--- config.mk ---
export PLATFORM = sky130hd
export DESIGN_NAME = pcsd_config_bank
export DESIGN_NICKNAME = d
export VERILOG_FILES = /design/src/pcsd_pkg.sv /design/src/pcsd_sym_map.sv /design/src/pcsd_config_bank.sv
export VERILOG_INCLUDE_DIRS = /design/src
export SDC_FILE = /design/constraint.sdc
export NUM_CORES = 1
export LEC_CHECK = 0
export CAP_MARGIN = 15
export CORE_MARGIN = 3
export CORE_UTILIZATION = 60
export DETAILED_ROUTE_END_ITERATION = 12
export DONT_BUFFER_PORTS = 1
export PLACE_DENSITY = 0.76
export SYNTH_ARGS = -nofsm -noshare
export SYNTH_HDL_FRONTEND = slang
export SYNTH_SLANG_ARGS = --single-unit
--- constraint.sdc ---
create_clock -name clk_i -period 3.3 [get_ports clk_i]
set_clock_uncertainty 0.1 [all_clocks]
set_input_delay 0.33 -clock clk_i [delete_from_list [all_inputs] [get_ports clk_i]]
set_output_delay 0.33 -clock clk_i [all_outputs]
set_load 0.02 [all_outputs]
--- src/pcsd_cfg.svh ---
// Register indices, reset values, field positions and counts of the PCS
// debug and configuration bank. Included by the bank and its bench.
`ifndef PCSD_CFG_SVH
`define PCSD_CFG_SVH
// -----------------------------------------------------------------------
// Register indices (byte address is four times the index)
// -----------------------------------------------------------------------
`define PCSD_IDX_LMON   12'h559
`define PCSD_IDX_SYMB   12'h55B
`define PCSD_IDX_OAM    12'h55C
`define PCSD_IDX_MEM    12'h561
`define PCSD_IDX_SYNC   12'h573
`define PCSD_IDX_STAT   12'h580
`define PCSD_IDX_ISTAT  12'h581
`define PCSD_IDX_IMASK  12'h582
// -----------------------------------------------------------------------
// Reset values and writable-bit masks
// -----------------------------------------------------------------------
`define PCSD_RST_LMON   16'h0051
`define PCSD_RST_SYMB   16'h0000
`define PCSD_RST_OAM    16'h0000
`define PCSD_RST_MEM    16'h17A0
`define PCSD_RST_SYNC   16'h0000
`define PCSD_RST_IRQ    2'h0
`define PCSD_WM_LMON    16'h007F
`define PCSD_WM_SYMB    16'h001F
`define PCSD_WM_OAM     16'h0003
`define PCSD_WM_MEM     16'h1FFF
`define PCSD_WM_SYNC    16'h01FF
// -----------------------------------------------------------------------
// Field positions
// -----------------------------------------------------------------------
`define PCSD_LM_FVAL    6
`define PCSD_LM_FEN     5
`define PCSD_LM_STD     4
`define PCSD_SP_AUTO    4
`define PCSD_SP_RXREV   3
`define PCSD_SP_RXINV   2
`define PCSD_SP_TXREV   1
`define PCSD_SP_TXINV   0
`define PCSD_OAM_RX     1
`define PCSD_OAM_TX     0
`define PCSD_TM_WAIT_HI 12
`define PCSD_TM_WAIT_LO 6
`define PCSD_TM_SEL     5
`define PCSD_TM_INF     4
`define PCSD_TM_XCOR    3
`define PCSD_TM_ECC     2
`define PCSD_TM_SIGD    1
`define PCSD_TM_MODE    0
`define PCSD_FS_EN      8
`define PCSD_IRQ_ALARM  0
`define PCSD_IRQ_CAPT   1
// -----------------------------------------------------------------------
// Counts
// -----------------------------------------------------------------------
`define PCSD_WIN_CYCLES 1024
`define PCSD_NSYM       7
`define PCSD_CAP_DW     8
`endif

--- src/pcsd_pkg.sv ---
// Types shared by the PCS debug and configuration bank.
// Assumes nothing of its surroundings.
package pcsd_pkg;
  typedef enum logic [2:0] {
    CAP_IDLE = 3'b001,
    CAP_WAIT = 3'b010,
    CAP_ARM  = 3'b100
  } pcsd_cap_st_t;

  // Ternary symbol code: 00 zero, 01 plus one, 11 minus one
  typedef logic [1:0] pcsd_sym_t;

  function automatic pcsd_sym_t pcsd_sym_flip(input pcsd_sym_t s);
    return s[0] ? {~s[1], 1'b1} : s;
  endfunction : pcsd_sym_flip
endpackage : pcsd_pkg

--- src/pcsd_sym_map.sv ---
// Polarity and order mapping of one symbol group, registered.
// Assumes a synchronous active-high reset and a clock enable.
module pcsd_sym_map import pcsd_pkg::*; #(
  parameter int NSYM = 7
) (
  input  wire logic              clk_i,
  input  wire logic              rst_i,
  input  wire logic              ce_i,
  input  wire logic              vld_i,
  input  wire logic [2*NSYM-1:0] grp_i,
  input  wire logic              inv_pol_i,
  input  wire logic              rev_i,
  output logic                   vld_o,
  output logic      [2*NSYM-1:0] grp_o
);
  if (NSYM < 1) begin : g_bad_nsym
    $error("NSYM must be at least one");
  end

  logic [2*NSYM-1:0] map_nxt;

  always_comb begin
    map_nxt = '0;
    for (int i = 0; i < NSYM; i++) begin
      pcsd_sym_t s;
      s = rev_i ? grp_i[2*(NSYM-1-i) +: 2] : grp_i[2*i +: 2];
      map_nxt[2*i +: 2] = inv_pol_i ? pcsd_sym_flip(s) : s;
    end
  end

  always_ff @(posedge clk_i) begin
    if (rst_i) begin
      vld_o <= 1'b0;
      grp_o <= '0;
    end else if (ce_i) begin
      vld_o <= vld_i;
      grp_o <= map_nxt;
    end
  end
endmodule : pcsd_sym_map

--- src/pcsd_config_bank.sv ---
// PCS debug and configuration register bank with its datapath hooks.
// Assumes a classic Wishbone master and PCS datapath strobes that are
// synchronous to clk_i; ce_i low freezes every flip-flop.
//
// Contract
// - Override enable drives alarm from override value
// - Standard mode counts only after link up
// - Alarm when any symbol count misses threshold
// - Slave auto fix: tx polarity follows rx
// - Rx order inversion reverses symbol group
// - Rx polarity inversion flips every received symbol
// - Tx order inversion reverses symbol group
// - Tx polarity inversion flips every sent symbol
// - Rx CRC input order from its bit
// - Tx CRC input order from its bit
// - Xcorr capture waits delay, writes on energy fall
// - Selector picks aligned or shifted detector
// - Endless send sequence only master, companion set
// - Xcorr only in send mode, else normal
// - ECC bit steers decoder memory ECC
// - Send mode: transitions or signal-detect capture
// - Mode bit: send info or training info
// - Sync override holds state at value
`include "pcsd_cfg.svh"
module pcsd_config_bank import pcsd_pkg::*; #(
  parameter int WIN_CYCLES = `PCSD_WIN_CYCLES,
  parameter int NSYM       = `PCSD_NSYM,
  parameter int DW         = `PCSD_CAP_DW
) (
  input  wire logic              clk_i,
  input  wire logic              rst_i,
  input  wire logic              ce_i,
  // Wishbone slave
  input  wire logic              wb_cyc_i,
  input  wire logic              wb_stb_i,
  input  wire logic              wb_we_i,
  input  wire logic [15:0]       wb_adr_i,
  input  wire logic [3:0]        wb_sel_i,
  input  wire logic [31:0]       wb_dat_i,
  output logic      [31:0]       wb_dat_o,
  output logic                   wb_ack_o,
  output logic                   irq_o,
  // Line monitor
  input  wire logic              link_up_i,
  input  wire logic              sym_zero_i,
  input  wire logic              sym_pos_i,
  input  wire logic              sym_neg_i,
  output logic                   line_alarm_o,
  // Symbol paths
  input  wire logic              is_master_i,
  input  wire logic              rx_pol_det_i,
  input  wire logic              tx_vld_i,
  input  wire logic [2*NSYM-1:0] tx_grp_i,
  output logic                   tx_vld_o,
  output logic      [2*NSYM-1:0] tx_grp_o,
  input  wire logic              rx_vld_i,
  input  wire logic [2*NSYM-1:0] rx_grp_i,
  output logic                   rx_vld_o,
  output logic      [2*NSYM-1:0] rx_grp_o,
  // OAM CRC and decoder memory
  output logic                   rx_crc_msb_first_o,
  output logic                   tx_crc_msb_first_o,
  output logic                   rs_mem_ecc_en_o,
  // Debug capture
  input  wire logic              send_seq_ext_en_i,
  input  wire logic              send_seq_tx_i,
  input  wire logic              energy_fall_i,
  input  wire logic              state_chg_i,
  input  wire logic              sigdet_i,
  input  wire logic [DW-1:0]     send_info_i,
  input  wire logic [DW-1:0]     xcorr_align_i,
  input  wire logic [DW-1:0]     xcorr_shift_i,
  input  wire logic              train_vld_i,
  input  wire logic [DW-1:0]     train_info_i,
  output logic                   cap_we_o,
  output logic      [DW-1:0]     cap_dat_o,
  output logic                   send_seq_endless_o,
  // Link sync override
  output logic                   sync_force_en_o,
  output logic      [7:0]        sync_force_val_o
);
  if (WIN_CYCLES < 16 || WIN_CYCLES > 65536) begin : g_bad_win
    $error("WIN_CYCLES must lie in 16..65536");
  end
  if (DW < 1 || DW > 16) begin : g_bad_dw
    $error("DW must lie in 1..16");
  end

  localparam logic [15:0] WIN_END = 16'(WIN_CYCLES - 1);

  // -----------------------------------------------------------------------
  // Helpers
  // -----------------------------------------------------------------------
  function automatic logic [15:0] wmerge(input logic [15:0] old,
                                         input logic [15:0] d,
                                         input logic [1:0]  sel,
                                         input logic [15:0] wm);
    logic [15:0] m;
    m = {sel[1] ? d[15:8] : old[15:8], sel[0] ? d[7:0] : old[7:0]};
    return m & wm;
  endfunction : wmerge

  function automatic logic [3:0] sat_inc(input logic [3:0] c, input logic hit);
    return (hit && c != 4'hF) ? 4'(c + 4'h1) : c;
  endfunction : sat_inc

  // -----------------------------------------------------------------------
  // State
  // -----------------------------------------------------------------------
  logic         ack_r;
  logic [31:0]  dat_r;
  logic [15:0]  lmon_r;
  logic [15:0]  symb_r;
  logic [15:0]  oam_r;
  logic [15:0]  mem_r;
  logic [15:0]  sync_r;
  logic [1:0]   istat_r;
  logic [1:0]   imask_r;
  logic         irq_r;
  logic         run_r;
  logic [15:0]  win_r;
  logic [3:0]   cz_r;
  logic [3:0]   cp_r;
  logic [3:0]   cn_r;
  logic         araw_r;
  logic         alarm_r;
  pcsd_cap_st_t cap_st_r;
  logic [6:0]   dly_r;
  logic         send_d_r;
  logic         sig_d_r;
  logic         cap_we_r;
  logic [DW-1:0] cap_dat_r;
  logic         endless_r;

  logic [11:0]  idx;
  logic         req;
  logic         wr;
  logic [15:0]  rd_nxt;
  logic [3:0]   th;
  logic         fval;
  logic         alarm_nxt;
  logic         xc_act;
  logic         xsel;
  logic [6:0]   wait_f;
  logic         tx_inv;
  logic         cap_we_nxt;
  logic [DW-1:0] cap_dat_nxt;
  logic [1:0]   ev;
  logic [1:0]   clr;

  // -----------------------------------------------------------------------
  // Wishbone slave
  // -----------------------------------------------------------------------
  // Answer one cycle after the strobe; unmapped indices read zero.
  assign idx = wb_adr_i[13:2];
  assign req = ce_i && wb_cyc_i && wb_stb_i && !ack_r;
  assign wr  = req && wb_we_i;

  always_comb begin
    unique case (idx)
      `PCSD_IDX_LMON:  rd_nxt = lmon_r;
      `PCSD_IDX_SYMB:  rd_nxt = symb_r;
      `PCSD_IDX_OAM:   rd_nxt = oam_r;
      `PCSD_IDX_MEM:   rd_nxt = mem_r;
      `PCSD_IDX_SYNC:  rd_nxt = sync_r;
      `PCSD_IDX_STAT:  rd_nxt = {11'h000, cap_st_r, run_r, araw_r};
      `PCSD_IDX_ISTAT: rd_nxt = {14'h0000, istat_r};
      `PCSD_IDX_IMASK: rd_nxt = {14'h0000, imask_r};
      default:         rd_nxt = 16'h0000;
    endcase
  end

  always_ff @(posedge clk_i) begin
    if (rst_i) begin
      ack_r <= 1'b0;
      dat_r <= 32'h0000_0000;
    end else if (ce_i) begin
      ack_r <= req;
      dat_r <= (req && !wb_we_i) ? {16'h0000, rd_nxt} : 32'h0000_0000;
    end
  end

  assign wb_ack_o = ack_r;
  assign wb_dat_o = dat_r;

  // -----------------------------------------------------------------------
  // Configuration registers
  // -----------------------------------------------------------------------
  always_ff @(posedge clk_i) begin
    if (rst_i) begin
      lmon_r  <= `PCSD_RST_LMON;
      symb_r  <= `PCSD_RST_SYMB;
      oam_r   <= `PCSD_RST_OAM;
      mem_r   <= `PCSD_RST_MEM;
      sync_r  <= `PCSD_RST_SYNC;
      imask_r <= `PCSD_RST_IRQ;
    end else if (wr) begin
      // Write masks keep reserved bits at zero
      if (idx == `PCSD_IDX_LMON)
        lmon_r <= wmerge(lmon_r, wb_dat_i[15:0], wb_sel_i[1:0], `PCSD_WM_LMON);
      if (idx == `PCSD_IDX_SYMB)
        symb_r <= wmerge(symb_r, wb_dat_i[15:0], wb_sel_i[1:0], `PCSD_WM_SYMB);
      if (idx == `PCSD_IDX_OAM)
        oam_r <= wmerge(oam_r, wb_dat_i[15:0], wb_sel_i[1:0], `PCSD_WM_OAM);
      if (idx == `PCSD_IDX_MEM)
        mem_r <= wmerge(mem_r, wb_dat_i[15:0], wb_sel_i[1:0], `PCSD_WM_MEM);
      if (idx == `PCSD_IDX_SYNC)
        sync_r <= wmerge(sync_r, wb_dat_i[15:0], wb_sel_i[1:0], `PCSD_WM_SYNC);
      if (idx == `PCSD_IDX_IMASK && wb_sel_i[0])
        imask_r <= wb_dat_i[1:0];
    end
  end

  // Plain register fields
  assign rx_crc_msb_first_o = oam_r[`PCSD_OAM_RX];
  assign tx_crc_msb_first_o = oam_r[`PCSD_OAM_TX];
  assign rs_mem_ecc_en_o    = mem_r[`PCSD_TM_ECC];
  assign sync_force_en_o    = sync_r[`PCSD_FS_EN];
  assign sync_force_val_o   = sync_r[7:0];

  // -----------------------------------------------------------------------
  // Interrupts
  // -----------------------------------------------------------------------
  // A set in the clearing cycle wins; irq follows status one cycle late.
  assign clr = (wr && idx == `PCSD_IDX_ISTAT && wb_sel_i[0]) ? wb_dat_i[1:0] : 2'h0;
  assign ev  = {ce_i && cap_we_nxt, ce_i && alarm_nxt && !alarm_r};

  always_ff @(posedge clk_i) begin
    if (rst_i) begin
      istat_r <= `PCSD_RST_IRQ;
    end else if (ce_i) begin
      istat_r <= (istat_r & ~clr) | ev;
    end
  end

  always_ff @(posedge clk_i) begin
    if (rst_i) begin
      irq_r <= 1'b0;
    end else if (ce_i) begin
      irq_r <= |(istat_r & imask_r);
    end
  end

  assign irq_o = irq_r;

  // -----------------------------------------------------------------------
  // Line monitor
  // -----------------------------------------------------------------------
  assign th   = lmon_r[3:0];
  assign fval = lmon_r[`PCSD_LM_FVAL];

  // With standard mode off the counters run regardless of link state.
  always_ff @(posedge clk_i) begin
    if (rst_i) begin
      run_r <= 1'b0;
    end else if (ce_i) begin
      run_r <= !lmon_r[`PCSD_LM_STD] || link_up_i;
    end
  end

  always_ff @(posedge clk_i) begin
    if (rst_i) begin
      win_r  <= 16'h0000;
      cz_r   <= 4'h0;
      cp_r   <= 4'h0;
      cn_r   <= 4'h0;
      araw_r <= 1'b0;
    end else if (ce_i) begin
      if (!run_r) begin
        win_r  <= 16'h0000;
        cz_r   <= 4'h0;
        cp_r   <= 4'h0;
        cn_r   <= 4'h0;
        araw_r <= 1'b0;
      end else if (win_r == WIN_END) begin
        win_r  <= 16'h0000;
        cz_r   <= 4'h0;
        cp_r   <= 4'h0;
        cn_r   <= 4'h0;
        araw_r <= (cz_r < th) || (cp_r < th) || (cn_r < th);
      end else begin
        win_r <= 16'(win_r + 16'h0001);
        cz_r  <= sat_inc(cz_r, sym_zero_i);
        cp_r  <= sat_inc(cp_r, sym_pos_i);
        cn_r  <= sat_inc(cn_r, sym_neg_i);
      end
    end
  end

  assign alarm_nxt = lmon_r[`PCSD_LM_FEN] ? fval : araw_r;

  always_ff @(posedge clk_i) begin
    if (rst_i) begin
      alarm_r <= 1'b0;
    end else if (ce_i) begin
      alarm_r <= alarm_nxt;
    end
  end

  assign line_alarm_o = alarm_r;

  // -----------------------------------------------------------------------
  // Symbol paths
  // -----------------------------------------------------------------------
  assign tx_inv = (symb_r[`PCSD_SP_AUTO] && !is_master_i) ? rx_pol_det_i
                                                          : symb_r[`PCSD_SP_TXINV];

  pcsd_sym_map #(.NSYM(NSYM)) u_tx_map (
    .clk_i     (clk_i),
    .rst_i     (rst_i),
    .ce_i      (ce_i),
    .vld_i     (tx_vld_i),
    .grp_i     (tx_grp_i),
    .inv_pol_i (tx_inv),
    .rev_i     (symb_r[`PCSD_SP_TXREV]),
    .vld_o     (tx_vld_o),
    .grp_o     (tx_grp_o)
  );

  pcsd_sym_map #(.NSYM(NSYM)) u_rx_map (
    .clk_i     (clk_i),
    .rst_i     (rst_i),
    .ce_i      (ce_i),
    .vld_i     (rx_vld_i),
    .grp_i     (rx_grp_i),
    .inv_pol_i (symb_r[`PCSD_SP_RXINV]),
    .rev_i     (symb_r[`PCSD_SP_RXREV]),
    .vld_o     (rx_vld_o),
    .grp_o     (rx_grp_o)
  );

  // -----------------------------------------------------------------------
  // Debug capture
  // -----------------------------------------------------------------------
  assign xc_act = !mem_r[`PCSD_TM_MODE] && mem_r[`PCSD_TM_XCOR];
  assign xsel   = mem_r[`PCSD_TM_SEL];
  assign wait_f = mem_r[`PCSD_TM_WAIT_HI:`PCSD_TM_WAIT_LO];

  always_ff @(posedge clk_i) begin
    if (rst_i) begin
      send_d_r <= 1'b0;
      sig_d_r  <= 1'b0;
    end else if (ce_i) begin
      send_d_r <= send_seq_tx_i;
      sig_d_r  <= sigdet_i;
    end
  end

  // Delay counts clock cycles from entry into the send state.
  always_ff @(posedge clk_i) begin
    if (rst_i) begin
      cap_st_r <= CAP_IDLE;
      dly_r    <= 7'h00;
    end else if (ce_i) begin
      if (!xc_act) begin
        cap_st_r <= CAP_IDLE;
      end else begin
        unique case (cap_st_r)
          CAP_IDLE: begin
            dly_r <= 7'h00;
            if (send_seq_tx_i && !send_d_r) cap_st_r <= CAP_WAIT;
          end
          CAP_WAIT: begin
            if (dly_r == wait_f) cap_st_r <= CAP_ARM;
            else dly_r <= 7'(dly_r + 7'h01);
          end
          CAP_ARM: begin
            if (energy_fall_i) cap_st_r <= CAP_IDLE;
          end
          default: cap_st_r <= CAP_IDLE;
        endcase
      end
    end
  end

  always_comb begin
    cap_we_nxt  = 1'b0;
    cap_dat_nxt = send_info_i;
    if (mem_r[`PCSD_TM_MODE]) begin
      cap_we_nxt  = train_vld_i;
      cap_dat_nxt = train_info_i;
    end else if (xc_act) begin
      cap_we_nxt  = (cap_st_r == CAP_ARM) && energy_fall_i;
      cap_dat_nxt = xsel ? xcorr_shift_i : xcorr_align_i;
    end else if (mem_r[`PCSD_TM_SIGD]) begin
      cap_we_nxt  = sigdet_i != sig_d_r;
    end else begin
      cap_we_nxt  = state_chg_i;
    end
  end

  always_ff @(posedge clk_i) begin
    if (rst_i) begin
      cap_we_r  <= 1'b0;
      cap_dat_r <= '0;
    end else if (ce_i) begin
      cap_we_r  <= cap_we_nxt;
      cap_dat_r <= cap_dat_nxt;
    end
  end

  assign cap_we_o  = cap_we_r;
  assign cap_dat_o = cap_dat_r;

  always_ff @(posedge clk_i) begin
    if (rst_i) begin
      endless_r <= 1'b0;
    end else if (ce_i) begin
      endless_r <= mem_r[`PCSD_TM_INF] && is_master_i && send_seq_ext_en_i;
    end
  end

  assign send_seq_endless_o = endless_r;
endmodule : pcsd_config_bank

==> run_results.csv <==
group,metric,value,unit
yosys,ys_types,63,
routing,remaining_drc_errors,0,
global_routing,maximum_number_of_pins_on_one_net_before_global_route_repair,94,
global_routing,grt_first_pass_wirelength,31400,um
setup_path,critical_path_required,3.51,ns
floorplan,fp.dieArea,0.0132,sq mm
clocking,ctsResizeCount,0,
sta,timing_worst_slew_pin_value,0.757,ns
floorplan,row_count,39,
routing,post_drt_wl_per_cell,20.3,um
clocking,insertion_delay,0.42,ns
sta,grt_setup_unrepaired,"no",
cells_and_area,n_fill_cell,899,
floorplan,boundaryPins,219,
routing,detail_route.vias_per_cell,6.44,
clocking,post_cts_setup_buffer_count,0,
cells_and_area,area.sequential,0.00276,sq mm
clocking,clock_pin_transition_on_the_worst_setup_and_hold_timing_paths,0.06,ns
placed_design,globalplace.congestion,0.907,
sta,timing.final.max_slew_violations,0,
cells_and_area,drive_above_1_share,6.40,%
setup_path,worstReg2RegEnd,"u_rx_map.grp_o[11]$_SDFFE_PP0P_",
job,drv_cap,0,
yosys,ys.warnings.count,0,
floorplan,fp.coreArea,0.0115,sq mm
floorplan,die_height,115,um
yosys,post_synth_instance_area,0.00713,sq mm
setup_path,timing.reg2reg.worst_path_depth,5,
clocking,cts_htree_levels,4,
yosys,synth_seq_area_share,38.8,%
setup_path,cp-startpoint,"symb_r[3]$_SDFFE_PP0P_",
yosys,synth_ff_type,"dfxtp_1",
yosys,synth.ff_latch_count,138,
placed_design,port-buffer-count,0,
worst_hold_path,worst_hold_start,"send_seq_ext_en_i",
sta,fin_crit_sh,75.3,%
global_routing,gr_ovfl_total,0,
setup_path,crit_end_category,"register",
sta,setup_tns,0,ns
sta,fmaxAchievable,402,MHz
setup_path,r2r-start,"symb_r[3]$_SDFFE_PP0P_",
clocking,cts_hold_repair.buffers,25,
power,cellLeakagePower,2.96,nW
routing,firstDrtPassIters,7,
yosys,synthDominantCellAreaShare,38.8,%
power,irDropWorstVdd,0.438,mV
setup_path,worst-path-max-fanout,14,
sta,timing.final.crit_period,2.49,ns
setup_path,rrSetupSlack,0.81,ns
floorplan,die_width,115,um
global_routing,grt_antenna_before_repair,2,
sta,final_hold_viol_count,0,
yosys,yosysTopAreaCell,"dfxtp_1",
status,status,"finished clean",
routing,dr_total_vias,6449,
cells_and_area,flow.area_growth_from_synthesis,12.7,%
yosys,synthesized_area_per_cell,8.46,sq um
routing,antenna_left,0,
yosys,asyncSetResetFlopFracSynth,0,%
sta,setup_viol_count_final,0,
setup_path,setup.worst_path.start_class,"register",
setup_path,wp_data_arrival,2.69,ns
sta,slew-limit-headroom,49.4,%
yosys,number_of_enable_flip_flop_cells_after_synthesis,0,
cells_and_area,final_nets,992,
setup_path,path_class,"register to register",
power,powerDensity,510,mW/mm^2
clocking,cts-buffers-inserted,17,
cells_and_area,multi_input_comb_area,0.00403,sq mm
yosys,synth.area.top_cells,"dfxtp_1 (39%), mux2i_1 (7.9%), nor2_1 (6.1%)",
yosys,syn_inst,842,
routing,routed_wirelength,20300,um
floorplan,floorplan.initialDensity,61.9,%
cells_and_area,antenna-diode-count,0,
placed_design,dp_hpwl,13600,um
clocking,clock_tree_from_tritoncts,"done",
clocking,clk_root_buffer_cell,"clkbuf_16",
global_routing,via_count_of_the_first_global_routing_pass,6292,
worst_hold_path,worst_min_delay_path_class,"input port to register",
clocking,ctsLongestPathBuffers,2,
routing,drt_first_iter_violations,689,
sta,hold-worst-slack,0.00750,ns
clocking,number_of_sinks_on_the_clock_net,138,
global_routing,grt_usage,30.0,%
setup_path,endpoint,"u_rx_map.grp_o[11]$_SDFFE_PP0P_",
[cells in the final DEF (no fill, tap or decap), types with 5 or more instances in the layout]
| master | netlist | final |
|---|---|---|
| xor2_1 | 26 | 26 |
| a21oi_1 | 47 | 47 |
| dlygate4sd3_1 | 0 | 24 |
| and3_1 | 18 | 18 |
| buf_4 | 20 | 6 |
| a31oi_1 | 9 | 9 |
| nand2_1 | 76 | 76 |
| a221oi_1 | 5 | 5 |
| o221ai_1 | 6 | 6 |
| nand4_1 | 24 | 24 |
| conb_1 | 1 | 19 |
| a22oi_1 | 8 | 8 |
| mux4_2 | 6 | 6 |
| nor3_1 | 16 | 16 |
| nor2_1 | 116 | 116 |
| dfxtp_1 | 138 | 138 |
| o21ai_0 | 30 | 30 |
| or3_1 | 6 | 6 |
| xnor2_1 | 11 | 11 |
| mux2i_1 | 56 | 56 |
| nor2b_1 | 6 | 6 |
| a211oi_1 | 33 | 33 |
| nand3_1 | 40 | 40 |
| nand2b_1 | 5 | 5 |
| and2_1 | 5 | 5 |
| ha_1 | 14 | 14 |
| clkbuf_16 | 0 | 17 |
| inv_1 | 18 | 18 |
[where the power goes]
group	internal (mW)	switching (mW)
Combinational	0.0990	0.152
Clock	1.35	0.718
Sequential	1.71	0.0699
[metrics by stage]
stage / utilization (%) / cells / setup WS, ns / instance area (sq um) / power, mW
floorplan: - / 860 / 1.37 / 7190 / 2.01
global placement: 61.6 / 944 / 0.941 / 7090 / 1.99
detailed placement: 61.6 / 944 / 0.885 / 7090 / 1.99
CTS: 69.6 / 1001 / 0.853 / 8020 / 4.09
global route: 69.7 / 1002 / 0.713 / 8030 / 4.21
finish: 69.7 / 1002 / 0.813 / 8030 / 4.09
[critical path, cell delays in order, from the launching register on]
cell,delay [ns]
dfxtp_1,0.70
buf_4,0.32
mux4_2,0.52
nand3_1,0.11
a21oi_1,0.07
dlygate4sd3_1,0.56
[per-layer routing]
layer	track usage (%)	routed length, um	vias up
li1	-	-	3008
met1	34.2	7610	3040
met2	51.6	10200	331
met3	9.53	1880	68
met4	12.9	647	2
met5	0	14	-
[sequential cells by signal (all words and copies together), names as in the netlist, 4 cells and up]
signal          count
cap_dat_o           8
cn_r                4
cp_r                4
cz_r                4
dly_r               7
lmon_r              7
mem_r              13
symb_r              5
sync_r              9
u_rx_map.grp_o     14
u_tx_map.grp_o     14
wb_dat_o           13
win_r              16
[cell type report]
cell class / count / share of cell area [%]
Clock buffer: 23 / 6.08
Clock inverter: 9 / 2.01
Inverter: 19 / 0.888
Multi-Input combinational cell: 638 / 50.2
Sequential cell: 138 / 34.4
Tap cell: 143 / 2.23
Timing Repair Buffer: 32 / 4.15
[cell usage after synthesis, types with 5 or more instances]
cell type / count
nand2_1: 76
a21oi_1: 47
dfxtp_1: 138
nand3_1: 40
mux4_2: 6
xnor2_1: 11
mux2i_1: 56
nor2b_1: 6
inv_1: 18
o21ai_0: 30
buf_4: 20
or3_1: 6
buf_2: 6
and2_1: 5
nand4_1: 24
a211oi_1: 33
a22oi_1: 8
nand2b_1: 5
a221oi_1: 5
a31oi_1: 9
nor2_1: 116
ha_1: 14
and3_1: 18
buf_1: 7
nor3_1: 16
o221ai_1: 6
xor2_1: 26
clkbuf_1: 32
[worst min-delay path by stage]
stage / endpoint / slack, ns / cells past startpoint
after floorplan: araw_r$_SDFFE_PP0P_ / 0.34 / 2
after global placement: u_rx_map.grp_o[11]$_SDFFE_PP0P_ / 0.31 / 1
after detailed placement: u_rx_map.grp_o[11]$_SDFFE_PP0P_ / 0.31 / 1
after CTS: send_seq_endless_o$_SDFFE_PP0P_ / 0.0001 / 2
after global routing: cap_dat_o[7]$_SDFFE_PP0P_ / 0.006 / 2
final: send_seq_endless_o$_SDFFE_PP0P_ / 0.008 / 2
[cell families (layout without fill, tap and decap cells)]
logic type | count (synthesis) | in the layout | share of synthesized area (%)
and+or+nand+nor | 335 | 335 | 22.7
xor gates and xnor gates | 37 | 37 | 4.55
adders and majority gates | 14 | 14 | 2.46
DFF | 138 | 138 | 38.8
other | 1 | 19 | 0.0526
muxes | 64 | 64 | 10.1
AOI/OAI and AO/OA | 169 | 169 | 15.8
buffers and inverters | 84 | 83 | 5.58
No activity file was read; power rests on OpenSTA's default activity.
